File: src/rtl/cell_seq_pkg.sv
// shared constants, types and register map for the cell conversion sequencer
package cell_seq_pkg;
	// clock and timing
	localparam int CLK_MHZ = 50; // core clock rate
	localparam int ACQ_STEP_NS = 400; // acquire_time step and power-up value
	localparam int CONVERT_NS = 600; // convert_time, so one channel takes 1 us at the shortest acquire
	localparam int CHAN_MIN_NS = 1000; // least time per channel
	localparam int RESYNC_US = 5; // clock resync wait before results are readable
	localparam int SETTLE_US = 90; // mux reconfiguration settle after a control change
	localparam int HOP_NS = 200; // convert start hop delay between stacked devices
	// derived cycle counts, least times rounded up
	localparam int ACQ_STEP_CYC = (ACQ_STEP_NS * CLK_MHZ + 999) / 1000;
	localparam int CONVERT_CYC = (CONVERT_NS * CLK_MHZ + 999) / 1000;
	localparam int CHAN_MIN_CYC = (CHAN_MIN_NS * CLK_MHZ + 999) / 1000;
	localparam int RESYNC_CYC = RESYNC_US * CLK_MHZ;
	localparam int SETTLE_CYC = SETTLE_US * CLK_MHZ;
	localparam int HOP_CYC = (HOP_NS * CLK_MHZ + 999) / 1000;
	// register byte offsets
	localparam logic [7:0] CONTROL_ADDR = 8'h00;
	localparam logic [7:0] STATUS_ADDR = 8'h04;
	localparam logic [7:0] CHAIN_ADDR = 8'h08;
	localparam logic [7:0] RESULT_BASE = 8'h10; // results at base + 4 * channel index
	localparam logic [7:0] RESULT_LAST = 8'h40; // self-test result slot
	// control field positions
	localparam int SEL_HI = 15;
	localparam int SEL_LO = 14;
	localparam int AVG_HI = 10;
	localparam int AVG_LO = 9;
	localparam int ACQ_HI = 6;
	localparam int ACQ_LO = 5;
	localparam int ARM_BIT = 1; // arms a start on the next chip-select rising edge
	// channel selection codes
	localparam logic [1:0] SEL_ALL = 2'h0;
	localparam logic [1:0] SEL_ODD_AUX = 2'h1;
	localparam logic [1:0] SEL_CELLS = 2'h2;
	localparam logic [1:0] SEL_SELFTEST = 2'h3;
	// channel indices: 0..5 cells 6..1, 6..11 aux 1..6, 12 self-test
	localparam logic [3:0] CH_FIRST = 4'h0;
	localparam logic [3:0] CH_LAST_CELL = 4'h5;
	localparam logic [3:0] CH_AUX1 = 4'h6;
	localparam logic [3:0] CH_AUX3 = 4'h8;
	localparam logic [3:0] CH_AUX5 = 4'ha;
	localparam logic [3:0] CH_LAST_AUX = 4'hb;
	localparam logic [3:0] CH_SELFTEST = 4'hc;
	localparam logic [3:0] CH_DONE = 4'hf;
	localparam int CHAIN_MAX = 8; // most stacked devices
	localparam logic [2:0] CHAIN_RESET = 3'h0; // devices above this one
	localparam logic [1:0] CODE_RESET = 2'h0; // power-up code of every control field
	// sequencer state
	typedef enum logic [1:0] {
		ST_IDLE = 2'b00,
		ST_ACQ = 2'b01,
		ST_CONV = 2'b10,
		ST_WAIT = 2'b11
	} state_t;
	// control register fields
	typedef struct packed {
		logic [1:0] sel;
		logic [1:0] avg;
		logic [1:0] acq;
		logic arm;
	} ctrl_t;
endpackage

File: src/rtl/cell_conversion_sequencer.sv
// conversion sequencer for a multiplexed cell and auxiliary input converter
// Behaviour
// two-bit select picks channel set or self-test
// cells descending from top, then aux ascending
// end of conversion advances mux, restarts next
// each channel takes at least one microsecond
// code 00 pin falling edge runs twelve
// code 10 runs six cells, no aux
// host waits 90 us after select change
// second control write starts at chip-select rise
// host waits 5 us before readback
// results readable once burst completes
// acquire field 400 to 1600 ns, resets 400
// average field one to eight, resets one
// all repeats of a channel done first
// averaged value stored like single result
// host waits 90 us after averaging change
// convert start forwarded up chain per hop
// chain holds at most eight devices
// count is inputs times averages, first acquire skipped
// last device starts within hops times slaves
// start during a burst is ignored
`timescale 1ns/100ps
module cell_conversion_sequencer #(
	parameter int SETTLE_CYCLES = cell_seq_pkg::SETTLE_CYC, // shorten in simulation
	parameter int HOP_CYCLES = cell_seq_pkg::HOP_CYC,
	parameter int DATA_W = 12 // converter resolution
) (
	input wire logic CORE_CLK,
	input wire logic RESET_N,
	input wire logic [7:0] ADDR,
	input wire logic [31:0] WDATA,
	input wire logic WR,
	input wire logic RD,
	output logic [31:0] RDATA,
	input wire logic CONV_START_N, // conv_start_n pin
	input wire logic CS_N, // serial chip select
	input wire logic CHAIN_START_IN, // start pulse from the device below
	output logic CHAIN_START_OUT, // start pulse to the device above
	input wire logic [DATA_W-1:0] ADC_DATA, // valid at the end of convert_time
	output logic [3:0] MUX_SEL,
	output logic ACQUIRE,
	output logic CONVERT,
	output logic BUSY,
	output logic READY,
	output logic SETTLING
);

	////////////////////////////////////////////////////////////////////////
	// functions

	// next channel of the burst for a selection code, CH_DONE at the end
	function automatic logic [3:0] next_chan(input logic [1:0] sel, input logic [3:0] ch);
		logic [3:0] nxt;
		nxt = cell_seq_pkg::CH_DONE;
		case (sel)
			cell_seq_pkg::SEL_ALL: begin
				if (ch < cell_seq_pkg::CH_LAST_AUX) nxt = ch + 4'h1;
			end
			cell_seq_pkg::SEL_ODD_AUX: begin
				if (ch < cell_seq_pkg::CH_AUX1) nxt = ch + 4'h1;
				else if (ch < cell_seq_pkg::CH_AUX5) nxt = ch + 4'h2; // aux 1, 3, 5
			end
			cell_seq_pkg::SEL_CELLS: begin
				if (ch < cell_seq_pkg::CH_LAST_CELL) nxt = ch + 4'h1;
			end
			default: begin
				nxt = cell_seq_pkg::CH_DONE; // self-test is one channel
			end
		endcase
		return nxt;
	endfunction

	// acquire_time in cycles for the two-bit code
	function automatic logic [15:0] acq_cycles(input logic [1:0] code);
		return 16'((int'(code) + 1) * cell_seq_pkg::ACQ_STEP_CYC);
	endfunction

	////////////////////////////////////////////////////////////////////////
	// declarations

	cell_seq_pkg::ctrl_t ctrl; // live configuration
	cell_seq_pkg::state_t state; // sequencer state
	logic [2:0] chain_above; // devices stacked above this one
	logic [15:0] timer; // phase timer
	logic [15:0] settle; // settle countdown after a control change
	logic [15:0] hop; // forwarding delay countdown
	logic [2:0] rep; // repeat index within a channel
	logic [DATA_W+2:0] accum; // running sum for averaging
	logic [DATA_W-1:0] result [0:12]; // one word per channel index
	logic pin_q; // previous pin level
	logic cs_q; // previous chip-select level
	logic start_req; // any start source this cycle
	logic start_take; // start accepted
	logic last_rep; // final repeat of this channel
	logic [DATA_W+2:0] sum; // accumulator plus new sample
	logic [3:0] nxt_ch; // next channel of the sequence
	logic [3:0] rd_idx; // result index from address
	logic wr_ctrl; // control register write

	////////////////////////////////////////////////////////////////////////
	// start detection

	// pin and chip select are synchronous; one flop each for edge detection
	always_ff @(posedge CORE_CLK or negedge RESET_N) begin
		if (!RESET_N) begin
			pin_q <= 1'b1;
			cs_q <= 1'b1;
		end else begin
			pin_q <= CONV_START_N;
			cs_q <= CS_N;
		end
	end

	always_comb begin
		// falling pin edge, armed chip-select rise, or a start from below
		start_req = (pin_q & ~CONV_START_N) | (~cs_q & CS_N & ctrl.arm) | CHAIN_START_IN; // see
		start_take = start_req & (state == cell_seq_pkg::ST_IDLE);
		last_rep = (rep == 3'((1 << ctrl.avg) - 1));
		sum = accum + (DATA_W+3)'(ADC_DATA);
		nxt_ch = next_chan(ctrl.sel, MUX_SEL);
		wr_ctrl = WR & (ADDR == cell_seq_pkg::CONTROL_ADDR);
	end

	////////////////////////////////////////////////////////////////////////
	// control registers

	// fields reset to 400 ns acquire, no averaging, all channels
	always_ff @(posedge CORE_CLK or negedge RESET_N) begin
		if (!RESET_N) begin
			ctrl.sel <= cell_seq_pkg::CODE_RESET;
			ctrl.avg <= cell_seq_pkg::CODE_RESET;
			ctrl.acq <= cell_seq_pkg::CODE_RESET;
			ctrl.arm <= 1'b0;
			chain_above <= cell_seq_pkg::CHAIN_RESET;
		end else begin
			if (wr_ctrl) begin
				ctrl.sel <= WDATA[cell_seq_pkg::SEL_HI:cell_seq_pkg::SEL_LO];
				ctrl.avg <= WDATA[cell_seq_pkg::AVG_HI:cell_seq_pkg::AVG_LO];
				ctrl.acq <= WDATA[cell_seq_pkg::ACQ_HI:cell_seq_pkg::ACQ_LO];
				ctrl.arm <= WDATA[cell_seq_pkg::ARM_BIT];
			end else if (start_take) begin
				ctrl.arm <= 1'b0; // one armed write gives one start
			end
			if (WR && ADDR == cell_seq_pkg::CHAIN_ADDR) begin
				chain_above <= WDATA[2:0]; // at most seven above, eight in all, see
			end
		end
	end

	// settle flag: the device only reports it; waiting is up to the host
	always_ff @(posedge CORE_CLK or negedge RESET_N) begin
		if (!RESET_N) begin
			settle <= 16'h0000;
			SETTLING <= 1'b0;
		end else if (wr_ctrl) begin
			settle <= 16'(SETTLE_CYCLES); // see
			SETTLING <= 1'b1;
		end else if (settle != 16'h0000) begin
			settle <= settle - 16'h0001;
			SETTLING <= (settle != 16'h0001);
		end
	end

	////////////////////////////////////////////////////////////////////////
	// sequencer

	// the mux rests on the top cell between bursts, so its acquisition is
	// already done and the first channel goes straight to conversion
	always_ff @(posedge CORE_CLK or negedge RESET_N) begin
		if (!RESET_N) begin
			state <= cell_seq_pkg::ST_IDLE;
			timer <= 16'h0000;
			rep <= 3'h0;
			accum <= '0;
			MUX_SEL <= cell_seq_pkg::CH_FIRST;
			ACQUIRE <= 1'b1;
			CONVERT <= 1'b0;
			BUSY <= 1'b0;
			READY <= 1'b0;
		end else begin
			CONVERT <= 1'b0;
			case (state)
				cell_seq_pkg::ST_IDLE: begin
					if (start_take) begin
						BUSY <= 1'b1;
						READY <= 1'b0;
						rep <= 3'h0;
						accum <= '0;
						if (ctrl.sel == cell_seq_pkg::SEL_SELFTEST) begin
							// self-test input is not pre-acquired
							MUX_SEL <= cell_seq_pkg::CH_SELFTEST;
							timer <= acq_cycles(ctrl.acq) - 16'h0001;
							state <= cell_seq_pkg::ST_ACQ;
						end else begin
							ACQUIRE <= 1'b0; // first acquire skipped, see
							CONVERT <= 1'b1; // see
							timer <= 16'(cell_seq_pkg::CONVERT_CYC - 1);
							state <= cell_seq_pkg::ST_CONV;
						end
					end
				end
				cell_seq_pkg::ST_ACQ: begin
					if (timer == 16'h0000) begin
						ACQUIRE <= 1'b0;
						CONVERT <= 1'b1;
						timer <= 16'(cell_seq_pkg::CONVERT_CYC - 1);
						state <= cell_seq_pkg::ST_CONV;
					end else begin
						timer <= timer - 16'h0001;
					end
				end
				cell_seq_pkg::ST_CONV: begin
					if (timer == 16'h0000) begin
						// end of conversion: sample, then repeat or advance
						timer <= acq_cycles(ctrl.acq) - 16'h0001; // acquire plus convert >= 1 us, see
						ACQUIRE <= 1'b1;
						if (!last_rep) begin
							accum <= sum;
							rep <= rep + 3'h1; // same channel again, see
							state <= cell_seq_pkg::ST_ACQ;
						end else begin
							accum <= '0;
							rep <= 3'h0;
							if (nxt_ch == cell_seq_pkg::CH_DONE) begin
								MUX_SEL <= cell_seq_pkg::CH_FIRST; // back to the top cell
								timer <= 16'(cell_seq_pkg::RESYNC_CYC - 1);
								state <= cell_seq_pkg::ST_WAIT;
							end else begin
								MUX_SEL <= nxt_ch; // see
								state <= cell_seq_pkg::ST_ACQ;
							end
						end
					end else begin
						timer <= timer - 16'h0001;
					end
				end
				cell_seq_pkg::ST_WAIT: begin
					// results are released only after the resync wait
					if (timer == 16'h0000) begin
						BUSY <= 1'b0;
						READY <= 1'b1; // see
						state <= cell_seq_pkg::ST_IDLE;
					end else begin
						timer <= timer - 16'h0001;
					end
				end
				default: begin
					state <= cell_seq_pkg::ST_IDLE;
				end
			endcase
		end
	end

	// result store: the average is a shift, since counts are powers of two
	always_ff @(posedge CORE_CLK) begin
		if (state == cell_seq_pkg::ST_CONV && timer == 16'h0000 && last_rep) begin
			result[MUX_SEL] <= DATA_W'(sum >> ctrl.avg);
		end
	end

	////////////////////////////////////////////////////////////////////////
	// daisy-chain forwarding

	// one hop delay per device; a start from below is forwarded the same way
	always_ff @(posedge CORE_CLK or negedge RESET_N) begin
		if (!RESET_N) begin
			hop <= 16'h0000;
			CHAIN_START_OUT <= 1'b0;
		end else begin
			CHAIN_START_OUT <= 1'b0;
			if (start_take && chain_above != 3'h0) begin
				hop <= 16'(HOP_CYCLES); // see
			end else if (hop != 16'h0000) begin
				hop <= hop - 16'h0001;
				CHAIN_START_OUT <= (hop == 16'h0001);
			end
		end
	end

	////////////////////////////////////////////////////////////////////////
	// register read port

	assign rd_idx = 4'((ADDR - cell_seq_pkg::RESULT_BASE) >> 2);

	// read data stands in the cycle after the strobe only; unmapped reads zero
	always_ff @(posedge CORE_CLK or negedge RESET_N) begin
		if (!RESET_N) begin
			RDATA <= 32'h0000_0000;
		end else begin
			RDATA <= 32'h0000_0000;
			if (RD) begin
				if (ADDR == cell_seq_pkg::CONTROL_ADDR) begin
					RDATA[cell_seq_pkg::SEL_HI:cell_seq_pkg::SEL_LO] <= ctrl.sel;
					RDATA[cell_seq_pkg::AVG_HI:cell_seq_pkg::AVG_LO] <= ctrl.avg;
					RDATA[cell_seq_pkg::ACQ_HI:cell_seq_pkg::ACQ_LO] <= ctrl.acq;
					RDATA[cell_seq_pkg::ARM_BIT] <= ctrl.arm;
				end else if (ADDR == cell_seq_pkg::STATUS_ADDR) begin
					RDATA[7:0] <= {MUX_SEL, SETTLING, READY, BUSY, ctrl.arm};
				end else if (ADDR == cell_seq_pkg::CHAIN_ADDR) begin
					RDATA[2:0] <= chain_above;
				end else if (ADDR >= cell_seq_pkg::RESULT_BASE && ADDR <= cell_seq_pkg::RESULT_LAST
					&& ADDR[1:0] == 2'h0) begin
					RDATA[DATA_W-1:0] <= result[rd_idx];
				end
			end
		end
	end

	////////////////////////////////////////////////////////////////////////
	// checks

	logic [15:0] gap; // cycles since the last convert pulse
	logic seen_conv; // a convert pulse has occurred in this burst
	logic [7:0] conv_count; // convert pulses in this burst

	// helper counters for the checks below
	always_ff @(posedge CORE_CLK or negedge RESET_N) begin
		if (!RESET_N) begin
			gap <= 16'h0000;
			seen_conv <= 1'b0;
			conv_count <= 8'h00;
		end else begin
			gap <= CONVERT ? 16'h0001 : gap + 16'h0001;
			if (state == cell_seq_pkg::ST_IDLE) begin
				seen_conv <= 1'b0;
				conv_count <= 8'h00;
			end else if (CONVERT) begin
				seen_conv <= 1'b1;
				conv_count <= conv_count + 8'h01;
			end
		end
	end

	chk_conv_one_pulse: assert property (@(posedge CORE_CLK) disable iff (!RESET_N)
		CONVERT |=> !CONVERT ##1 !CONVERT) else $error("convert pulse too long or too close");
	chk_channel_min_time: assert property (@(posedge CORE_CLK) disable iff (!RESET_N)
		(CONVERT && seen_conv) |-> (gap >= 16'(cell_seq_pkg::CHAN_MIN_CYC))) else $error("channel under 1 us");
	chk_pin_starts_burst: assert property (@(posedge CORE_CLK) disable iff (!RESET_N)
		(state == cell_seq_pkg::ST_IDLE && pin_q && !CONV_START_N && ctrl.sel != cell_seq_pkg::SEL_SELFTEST)
		|=> CONVERT && BUSY) else $error("pin edge did not start a burst");
	chk_cells_only_end: assert property (@(posedge CORE_CLK) disable iff (!RESET_N)
		(ctrl.sel == cell_seq_pkg::SEL_CELLS && state == cell_seq_pkg::ST_CONV && timer == 16'h0000
		&& last_rep && MUX_SEL == cell_seq_pkg::CH_LAST_CELL) |=> state == cell_seq_pkg::ST_WAIT)
		else $error("cells-only burst did not stop after six");
	chk_order_all: assert property (@(posedge CORE_CLK) disable iff (!RESET_N)
		($rose(ACQUIRE) && ctrl.sel == cell_seq_pkg::SEL_ALL && state == cell_seq_pkg::ST_ACQ && rep == 3'h0)
		|-> MUX_SEL == $past(MUX_SEL) + 4'h1) else $error("channel order broken");
	chk_repeat_same: assert property (@(posedge CORE_CLK) disable iff (!RESET_N)
		($rose(ACQUIRE) && rep != 3'h0) |-> $stable(MUX_SEL)) else $error("mux moved before repeats done");
	chk_ready_after_wait: assert property (@(posedge CORE_CLK) disable iff (!RESET_N)
		(state == cell_seq_pkg::ST_CONV && timer == 16'h0000 && last_rep && nxt_ch == cell_seq_pkg::CH_DONE)
		|=> !READY [*8]) else $error("results released before resync wait");
	chk_ready_on_done: assert property (@(posedge CORE_CLK) disable iff (!RESET_N)
		$fell(BUSY) |-> READY && state == cell_seq_pkg::ST_IDLE) else $error("burst ended without ready");
	chk_forward_hop: assert property (@(posedge CORE_CLK) disable iff (!RESET_N)
		(start_take && chain_above != 3'h0) |-> ##[1:1000] CHAIN_START_OUT) else $error("start not forwarded");
	chk_burst_count: assert property (@(posedge CORE_CLK) disable iff (!RESET_N)
		CONVERT |-> conv_count < 8'(12 * 8)) else $error("too many conversions in a burst");
	chk_busy_ignores: assert property (@(posedge CORE_CLK) disable iff (!RESET_N)
		(state == cell_seq_pkg::ST_ACQ && start_req && timer != 16'h0000) |=> !CONVERT)
		else $error("start accepted during a burst");

endmodule

File: config.mk
export PLATFORM = sky130hd
export DESIGN_NAME = cell_conversion_sequencer
export DESIGN_NICKNAME = d
export VERILOG_FILES = /design/src/rtl/cell_seq_pkg.sv /design/src/rtl/cell_conversion_sequencer.sv
export SDC_FILE = /design/constraint.sdc
export NUM_CORES = 1
export LEC_CHECK = 0
export BUFFER_PORTS_ARGS = -buffer_cell sky130_fd_sc_hd__buf_2
export CAP_MARGIN = 20
export CORE_UTILIZATION = 26
export CTS_CLUSTER_DIAMETER = 40
export DETAILED_ROUTE_END_ITERATION = 12
export PLACE_DENSITY = 0.42
export SETUP_SLACK_MARGIN = 0.1
export SLEW_MARGIN = 20
export SYNTH_ARGS = -nofsm -noshare
export SYNTH_HDL_FRONTEND = slang
export SYNTH_SLANG_ARGS = --single-unit
File: constraint.sdc
create_clock -name CORE_CLK -period 3.5 [get_ports CORE_CLK]
set_input_delay 1.05 -clock CORE_CLK [delete_from_list [all_inputs] [get_ports CORE_CLK]]
set_output_delay 1.05 -clock CORE_CLK [all_outputs]
set_load 0.02 [all_outputs]
== Yosys cells after proc, flatten, opt, wreduce, memory -nomap -nowiden ==
Memories as Yosys holds them, arrays and structs flattened.
Cells that the tools add are included.
Word-level totals
  memory bits (writable): 156
  memories kept: 1
  bits of input ports: 59
  register bits: 104
  word-level logic and storage cells: 171
Memories
  result: words 13, width 12, read ports 1, clocked after memory_dff 0, write ports 1, RTL line cell_conversion_sequencer.sv:90  | logic [DATA_W-1:0] result [0:12];
Cells by class
  reductions and logical operators: 26
  bitwise logic cells: 9
  muxes and demuxes: 74
  multiply operators: 1
  magnitude comparators: 6
  eq/ne operators: 20
  $add $sub $neg: 11
  shift-type cells: 2
Operators with widths (number)
  $mux W16: 11
  $pmux W16 S4: 1
  $sub A16 B1 Y16 const B: 3
  $mux W15: 3
  $mux W4: 10
  $reduce_bool A16 Y1: 2
  $pmux W15 S2: 1
  $mux W12: 2
  $mux W2: 12
  $mux W1: 19
  $eq A16 B1 Y1 const B: 1
  $logic_not A16 Y1: 1
  $ne A16 B1 Y1 const B: 1
  $add A15 B12 Y15: 1
  $mux W3: 5
  $shr A15 B2 Y12: 1
  $ne A2 B2 Y1 const B: 6
  $pmux W4 S3: 1
  $reduce_and A5 Y1: 2
  $reduce_bool A2 Y1: 5
  $mux W9: 1
  $sub A8 B1 Y9 const B: 1
  $eq A2 B2 Y1 const B: 4
  $eq A8 B3 Y1 const B: 1
  33 further kinds: 54

== Depth between registers and ports, before layout ==
Gate-level depths: netlist (run 1).
  depth in word-level cells: 9
  gate-level depth with buffers: 10
  mapped depth without buffers: 9

== Least setup slack after synthesis (run 1) ==
OpenSTA, ideal clock, no wires.
  path type: input-to-reg
  from: input port ADC_DATA[0]
  to: memory result[0][10], data pin
  stages: 9
  required time: 3.177 ns
  arrival: 3.576 ns
  path slack: -0.399 ns
  path through: ha_1 > fa_1 > a211oi_1 > o211ai_1 > nand3_1 > nand2_1 > o311ai_0 > nor3_1 > a221oi_1
On the way
  word-level cells in the longest chain between the ends: 2
Ends and longest elaborated chain
  start: declaration: RTL line cell_conversion_sequencer.sv:40  | input wire logic [DATA_W-1:0] ADC_DATA,
  $add A15 B12 Y15: RTL line cell_conversion_sequencer.sv:120  | sum = accum + (DATA_W+3)'(ADC_DATA);
  $shr A15 B2 Y12: RTL line cell_conversion_sequencer.sv:258  | result[MUX_SEL] <= DATA_W'(sum >> ctrl.avg);
  end: declaration: RTL line cell_conversion_sequencer.sv:90
Every way passes these cells.

== Worst setup path in the final report (run 1) ==
  from: input port ADC_DATA[0]
  to: memory result[4][7], data pin
The elaborated chain is that of the path after synthesis.

==> flow_summary.json, run 1 <==
{
  "nets": 1244,
  "use_met1": 0.187,
  "setup_viol": 0,
  "gr-usage-met3": 0.0309,
  "yosys.area_share.simple": 0.127,
  "r2r_cells": 7,
  "drive_above_1_share": 0.261,
  "p_leak_uw": 0.00610,
  "nFillCells": 4778,
  "dp_cells": 1714,
  "synthAdderAreaFrac": 0.0322,
  "portBuffers": 59,
  "min_path_type": "primary input to asynchronous set/reset pin",
  "route.detailed.drc": 0,
  "ant_nets": 0,
  "fin_tns_setup_ps": 0,
  "drt_iter0_markers": 634,
  "clock.fmax_ghz": 0.307,
  "ys_seq_area_frac": 0.576,
  "clk_pin_slew_ps": 50,
  "yosysUniqueCellTypes": 77,
  "worst_slack_ps": 241,
  "syn_area_um2": 12700,
  "maxCapViolations": 0,
  "postCtsHoldBufs": 0,
  "max_stage_delay_ps": 410,
  "drt-vias-per-instance": 4.70,
  "h-tree-depth": 2,
  "cts_buffers": 51,
  "vias": 8510,
  "slew_headroom": 0.330,
  "synth_top_area_share": 0.370,
  "tightest_slew_ps": 1010,
  "wirelength_um": 33900,
  "synth_compound_area_frac": 0.104,
  "avgSynthCellArea_um2": 12.7,
  "first_global_vias": 8622,
  "area_growth_pct": 26.4,
  "synth.largest_area_cell": "edfxtp_1",
  "async_reset_ff_frac": 0.400,
  "n_antenna_cell": 0,
  "tritoncts": "yes",
  "grt.busiest_layer": "met2",
  "arrival_ps": 3570,
  "coreArea_um2": 47800,
  "synthTopCellsByArea": "edfxtp_1, dfrtp_1, mux4_2",
  "drt_pre_antenna_iters": 4,
  "peakVddDrop_uv": 295,
  "grt_start_max_net_pins": 45,
  "met2_usage": 0.219,
  "num_rows": 80,
  "synth_cells": 993,
  "reg2reg_to": "result[6][6]",
  "start_kind": "primary input",
  "antenna_found_initial": 1,
  "cts_buffer_depth": 3,
  "place_congestion": 0.765,
  "fin_crit_ps": 3260,
  "chipWidth_um": 223,
  "synthTopCellsByCount": "edfxtp_1, dfrtp_1, nor2_1",
  "synth_top_family_by_area": "simple AND/OR/NAND/NOR gates",
  "rrSetupSlack_ps": 420,
  "finalPower_uw": 9140,
  "p_per_area_nw_per_um2": 571,
  "fin_crit_sh": 0.931,
  "rsz0062_at_grt": "no",
  "hpwl_um": 22900,
  "status": "complete, no violations",
  "fin_cells": 1809,
  "timing.rr.start": "timer[2]",
  "cp_cell_sequence": "buf_2, ha_1, fa_1, a211oi_2, o211ai_1, a31o_2, a211oi_1, nor2_1, buf_4, mux2i_1, mux2i_1, buf_4",
  "track_usage": 0.138,
  "synthFlopType": "edfxtp_1",
  "path_max_fanout": 13,
  "hold_viol": 0,
  "clockRootBuffer": "clkbuf_16",
  "ys_seq_elements": 260,
  "pre_cts_ws_ps": -604,
  "die_area_um2": 49600,
  "synth-edff-count": 156,
  "fin_util": 0.334,
  "grt_pass1_wl_um": 52000,
  "cp.required_ps": 3810,
  "clock_sinks": 260,
  "num_io_pins": 101,
  "crit_type": "primary input to register",
  "avgRoutedWirePerCell_um": 18.7,
  "yosys.area_share.xor_xnor": 0.0263,
  "end_kind": "register",
  "gr-total-overflow": 0,
  "fin_skew_ps": 16.1,
  "start_util": 0.265,
  "maxSlewViolCount": 0,
  "die_height_um": 223,
  "cpMaxStageDelayCell": "fa_1",
  "synth.most_common_cell": "edfxtp_1",
  "synthMuxAreaShare": 0.102,
  "yosysWarnings": 0,
  "insertion_delay_ps": 570
}
[where the power goes]
group	internal, uW	leakage, uW	switching (uW)
clock network	3290	0.000861	1760
logic	288	0.00262	374
registers	3360	0.00262	67.7
[metrics by stage]
| stage | instance area [um2] | hold WS, ps |
|---|---|---|
| after floorplan | 12700 | 454 |
| after global placement | 14200 | 489 |
| after detailed placement | 14200 | 489 |
| after CTS | 16000 | 457 |
| after global routing | 16000 | 486 |
| final | 16000 | 467 |
[state kept, by name, indices dropped and copies added, names as in the netlist, 2 cells and up]
| name | flops |
|---|---|
| timer | 16 |
| rep | 3 |
| result | 156 |
| ctrl | 7 |
| hop | 16 |
| RDATA | 14 |
| chain_above | 3 |
| accum | 15 |
| settle | 16 |
| MUX_SEL | 4 |
| state | 2 |
[routing by layer]
| metal | up-vias | wire, um |
|---|---|---|
| met5 | - | 0 |
| li1 | 4060 | - |
| met2 | 170 | 15800 |
| met1 | 4220 | 15700 |
| met4 | 0 | 815 |
| met3 | 60 | 1560 |
[worst max path at each step]
stage | from | endpoint | cells past startpoint | slack (ps)
after floorplan | ADC_DATA[1] | result[0][10] | 8 | 70
after global placement | ADC_DATA[0] | result[10][10] | 10 | -560
after detailed placement | ADC_DATA[0] | result[3][10] | 10 | -600
after CTS | ADC_DATA[0] | result[8][9] | 10 | 140
after global routing | ADC_DATA[1] | result[8][11] | 10 | 100
final | ADC_DATA[0] | result[4][7] | 12 | 240
[worst max-delay path, delay by kind of cell]
family	cells	cell delay, ps
fa+ha+maj	2	630
buf+inv	3	440
mux	2	410
simple gates	1	110
compound gates	4	930
[cells by family after synthesis]
family | count (synthesis)
AOI/OAI and AO/OA | 191
other | 1
muxes | 67
DFF | 260
xor gates and xnor gates | 38
and+or+nand+nor | 315
adders and majority gates | 32
buffers and inverters | 89
[repair_timing]
| item | 4_1_cts | 5_1_grt |
|---|---|---|
| endpoints found under the hold margin | 0 | 0 |
| endpoints found under the setup margin | 13 | 52 |
| setup buffers | 0 | 1 |
| pin swaps | 0 | 1 |
| cloned | 0 | 0 |
| resized for setup | 1 | 3 |
[placed cells by master (no fill, tap or decap), types with 14 or more instances in the layout]
master | synthesis | final
edfxtp_1 | 156 | 156
dfrtp_1 | 101 | 101
nor2_1 | 90 | 90
buf_4 | 18 | 83
nand2_1 | 62 | 62
buf_2 | 10 | 58
clkbuf_16 | 0 | 51
mux4_2 | 49 | 49
o21ai_0 | 46 | 46
a21oi_1 | 38 | 38
inv_1 | 34 | 34
nor3_1 | 31 | 31
ha_1 | 31 | 31
xnor2_1 | 25 | 25
nor2b_1 | 20 | 20
conb_1 | 1 | 18
nand3_1 | 17 | 17
and3_1 | 16 | 16
and2_1 | 15 | 15
a22o_1 | 14 | 14
[layout make-up]
cell class | count | area, um2 | area share
inverters | 35 | 131 | 0.00821
multi-input cells | 661 | 5060 | 0.316
repair buffers | 144 | 973 | 0.0608
clock buffers | 57 | 1330 | 0.0830
well taps | 615 | 769 | 0.0481
flip-flops and latches | 260 | 7290 | 0.456
clock inverters | 37 | 445 | 0.0278
Note: power is estimated with default switching activity, not from simulation.
==> run 2: changes to the inputs <==
--- a/config.mk
+++ b/config.mk
@@ -7,10 +7,10 @@
 export LEC_CHECK = 0
 export BUFFER_PORTS_ARGS = -buffer_cell sky130_fd_sc_hd__buf_2
 export CAP_MARGIN = 20
+export CORE_MARGIN = 2
 export CORE_UTILIZATION = 26
 export CTS_CLUSTER_DIAMETER = 40
 export DETAILED_ROUTE_END_ITERATION = 12
-export PLACE_DENSITY = 0.42
 export SETUP_SLACK_MARGIN = 0.1
 export SLEW_MARGIN = 20
 export SYNTH_ARGS = -nofsm -noshare
==> flow_summary.json, run 2 (synthesis results as in run 1) <==
{
  "cts_buffers": 42,
  "r2r_cells": 10,
  "setup_viol": 0,
  "clk_pin_slew_ps": 50,
  "antenna_found_initial": 1,
  "insertion_delay_ps": 530,
  "hold_depth": 1,
  "nFillCells": 4722,
  "maxCapViolations": 0,
  "num_rows": 80,
  "place_congestion": 0.799,
  "route.detailed.drc": 0,
  "gr-usage-met3": 0.0238,
  "end_kind": "register",
  "postCtsHoldBufs": 0,
  "tightest_slew_ps": 834,
  "path_max_fanout": 13,
  "die_height_um": 225,
  "gr-total-overflow": 0,
  "avgRoutedWirePerCell_um": 17.6,
  "slew_headroom": 0.439,
  "first_global_vias": 8659,
  "met2_usage": 0.202,
  "layout_commonest_cell": "edfxtp_1",
  "largest_reg_flops": 156,
  "grt_start_max_net_pins": 54,
  "nets": 1219,
  "fin_tns_setup_ps": 0,
  "chipWidth_um": 225,
  "drive_above_1_share": 0.239,
  "place_area_um2": 14100,
  "drt_iter0_markers": 691,
  "peakVddDrop_uv": 313,
  "crit_type": "primary input to register",
  "area_growth_pct": 22.8,
  "hold_ws_ps": 508,
  "start_kind": "primary input",
  "fin_skew_ps": 24.6,
  "num_io_pins": 101,
  "p_leak_uw": 0.00585,
  "drt_pre_antenna_iters": 5,
  "vias": 8597,
  "die_area_um2": 50500,
  "fin_crit_ps": 3220,
  "p_per_area_nw_per_um2": 525,
  "fin_crit_sh": 0.921,
  "grt.busiest_layer": "met2",
  "cp.required_ps": 3760,
  "arrival_ps": 3480,
  "fin_util": 0.324,
  "max_stage_delay_ps": 430,
  "ant_nets": 0,
  "h-tree-depth": 2,
  "cts_buffer_depth": 3,
  "grt_pass1_wl_um": 49800,
  "cpMaxStageDelayCell": "fa_1",
  "start_util": 0.264,
  "tritoncts": "yes",
  "coreArea_um2": 47900,
  "clockRootBuffer": "clkbuf_16",
  "stdcell_area_um2": 15500,
  "clock.fmax_ghz": 0.310,
  "status": "complete, no violations",
  "portBuffers": 59,
  "cp_cell_sequence": "buf_2, ha_1, fa_1, a211oi_2, o211ai_1, a31o_2, a211oi_1, nor2_1, mux2i_2, mux2i_1, buf_4",
  "hold_viol": 0,
  "maxSlewViolCount": 0,
  "drt-vias-per-instance": 4.84,
  "clock_sinks": 260,
  "n_antenna_cell": 0,
  "top_register": "result",
  "min_path_type": "register to register",
  "track_usage": 0.125,
  "hpwl_um": 20800,
  "rsz0062_at_grt": "yes",
  "wirelength_um": 31200,
  "use_met1": 0.171,
  "layout_common_cells": "edfxtp_1, dfrtp_1, nor2_1"
}
==> run 2: cell count changes in the layout (fill, tap and decap cells not counted) <==
cell        change
clkbuf_16       -8
clkinv_4        -2
mux2i_1         -1
bufinv_16       -3
buf_4          -17
buf_12          +1
clkbuf_1        +2
a211oi_1        -1
clkinvlp_4      -1
clkinv_1        +1
a211oi_2        +1
inv_8           -5
mux2i_2         +1
clkinv_2        -1
==> run 2: per-layer routing <==
| metal | up-vias | wire length, um |
|---|---|---|
| li1 | 4003 | - |
| met1 | 4300 | 14100 |
| met2 | 250 | 14900 |
| met3 | 42 | 1720 |
| met4 | 2 | 501 |
| met5 | - | 13 |
==> run 2: area by class of cell <==
| type | instances | area, um2 | area share |
|---|---|---|---|
| Clock buffer | 51 | 1140 | 0.0731 |
| Timing Repair Buffer | 128 | 866 | 0.0557 |
| Multi-Input combinational cell | 661 | 5070 | 0.326 |
| Tap cell | 615 | 769 | 0.0495 |
| Sequential cell | 260 | 7290 | 0.469 |
| Inverter | 35 | 131 | 0.00845 |
| Clock inverter | 26 | 273 | 0.0176 |
==> run 2: final timing paths <==
kind / startpoint / end / slack, ps
worst max register to register: MUX_SEL[0] / timer[9] / 470
max in group asynchronous: RESET_N / ACQUIRE / 2190
worst min register to register: accum[6] / accum[6] / 510
min in group asynchronous: RESET_N / settle[10] / 550
worst max-delay path: ADC_DATA[0] / result[0][7] / 280
worst min-delay path: accum[6] / accum[6] / 510
==> run 2: worst max-delay path, delay by kind of cell <==
| kind | cells | cell delay, ps |
|---|---|---|
| AO/OA/AOI/OAI | 4 | 950 |
| adder cells (fa/ha/maj) | 2 | 680 |
| buffers and inverters | 2 | 300 |
| multiplexers | 2 | 380 |
| AND/OR/NAND/NOR | 1 | 130 |
==> run 2: metrics by stage <==
step	worst slack (ps)	instances	power, uW
2_1_floorplan	67.8	1010	3910
5_1_grt	89.4	1776	8480
6_report	277	1776	8160
3_5_place_dp	-603	1697	4120
4_1_cts	48.4	1774	8240
3_3_place_gp	-459	1697	4100
==> run 2: what timing repair did <==
item / 4_1_cts / 5_1_grt
resized for setup: 2 / 4
endpoints found under the setup margin: 26 / 65
pin swaps: 0 / 0
setup buffers: 0 / 2
==> run 2: where the power goes <==
| part | internal [uW] | switching (uW) |
|---|---|---|
| Combinational | 281 | 360 |
| Clock | 2620 | 1470 |
| Sequential | 3360 | 69.1 |
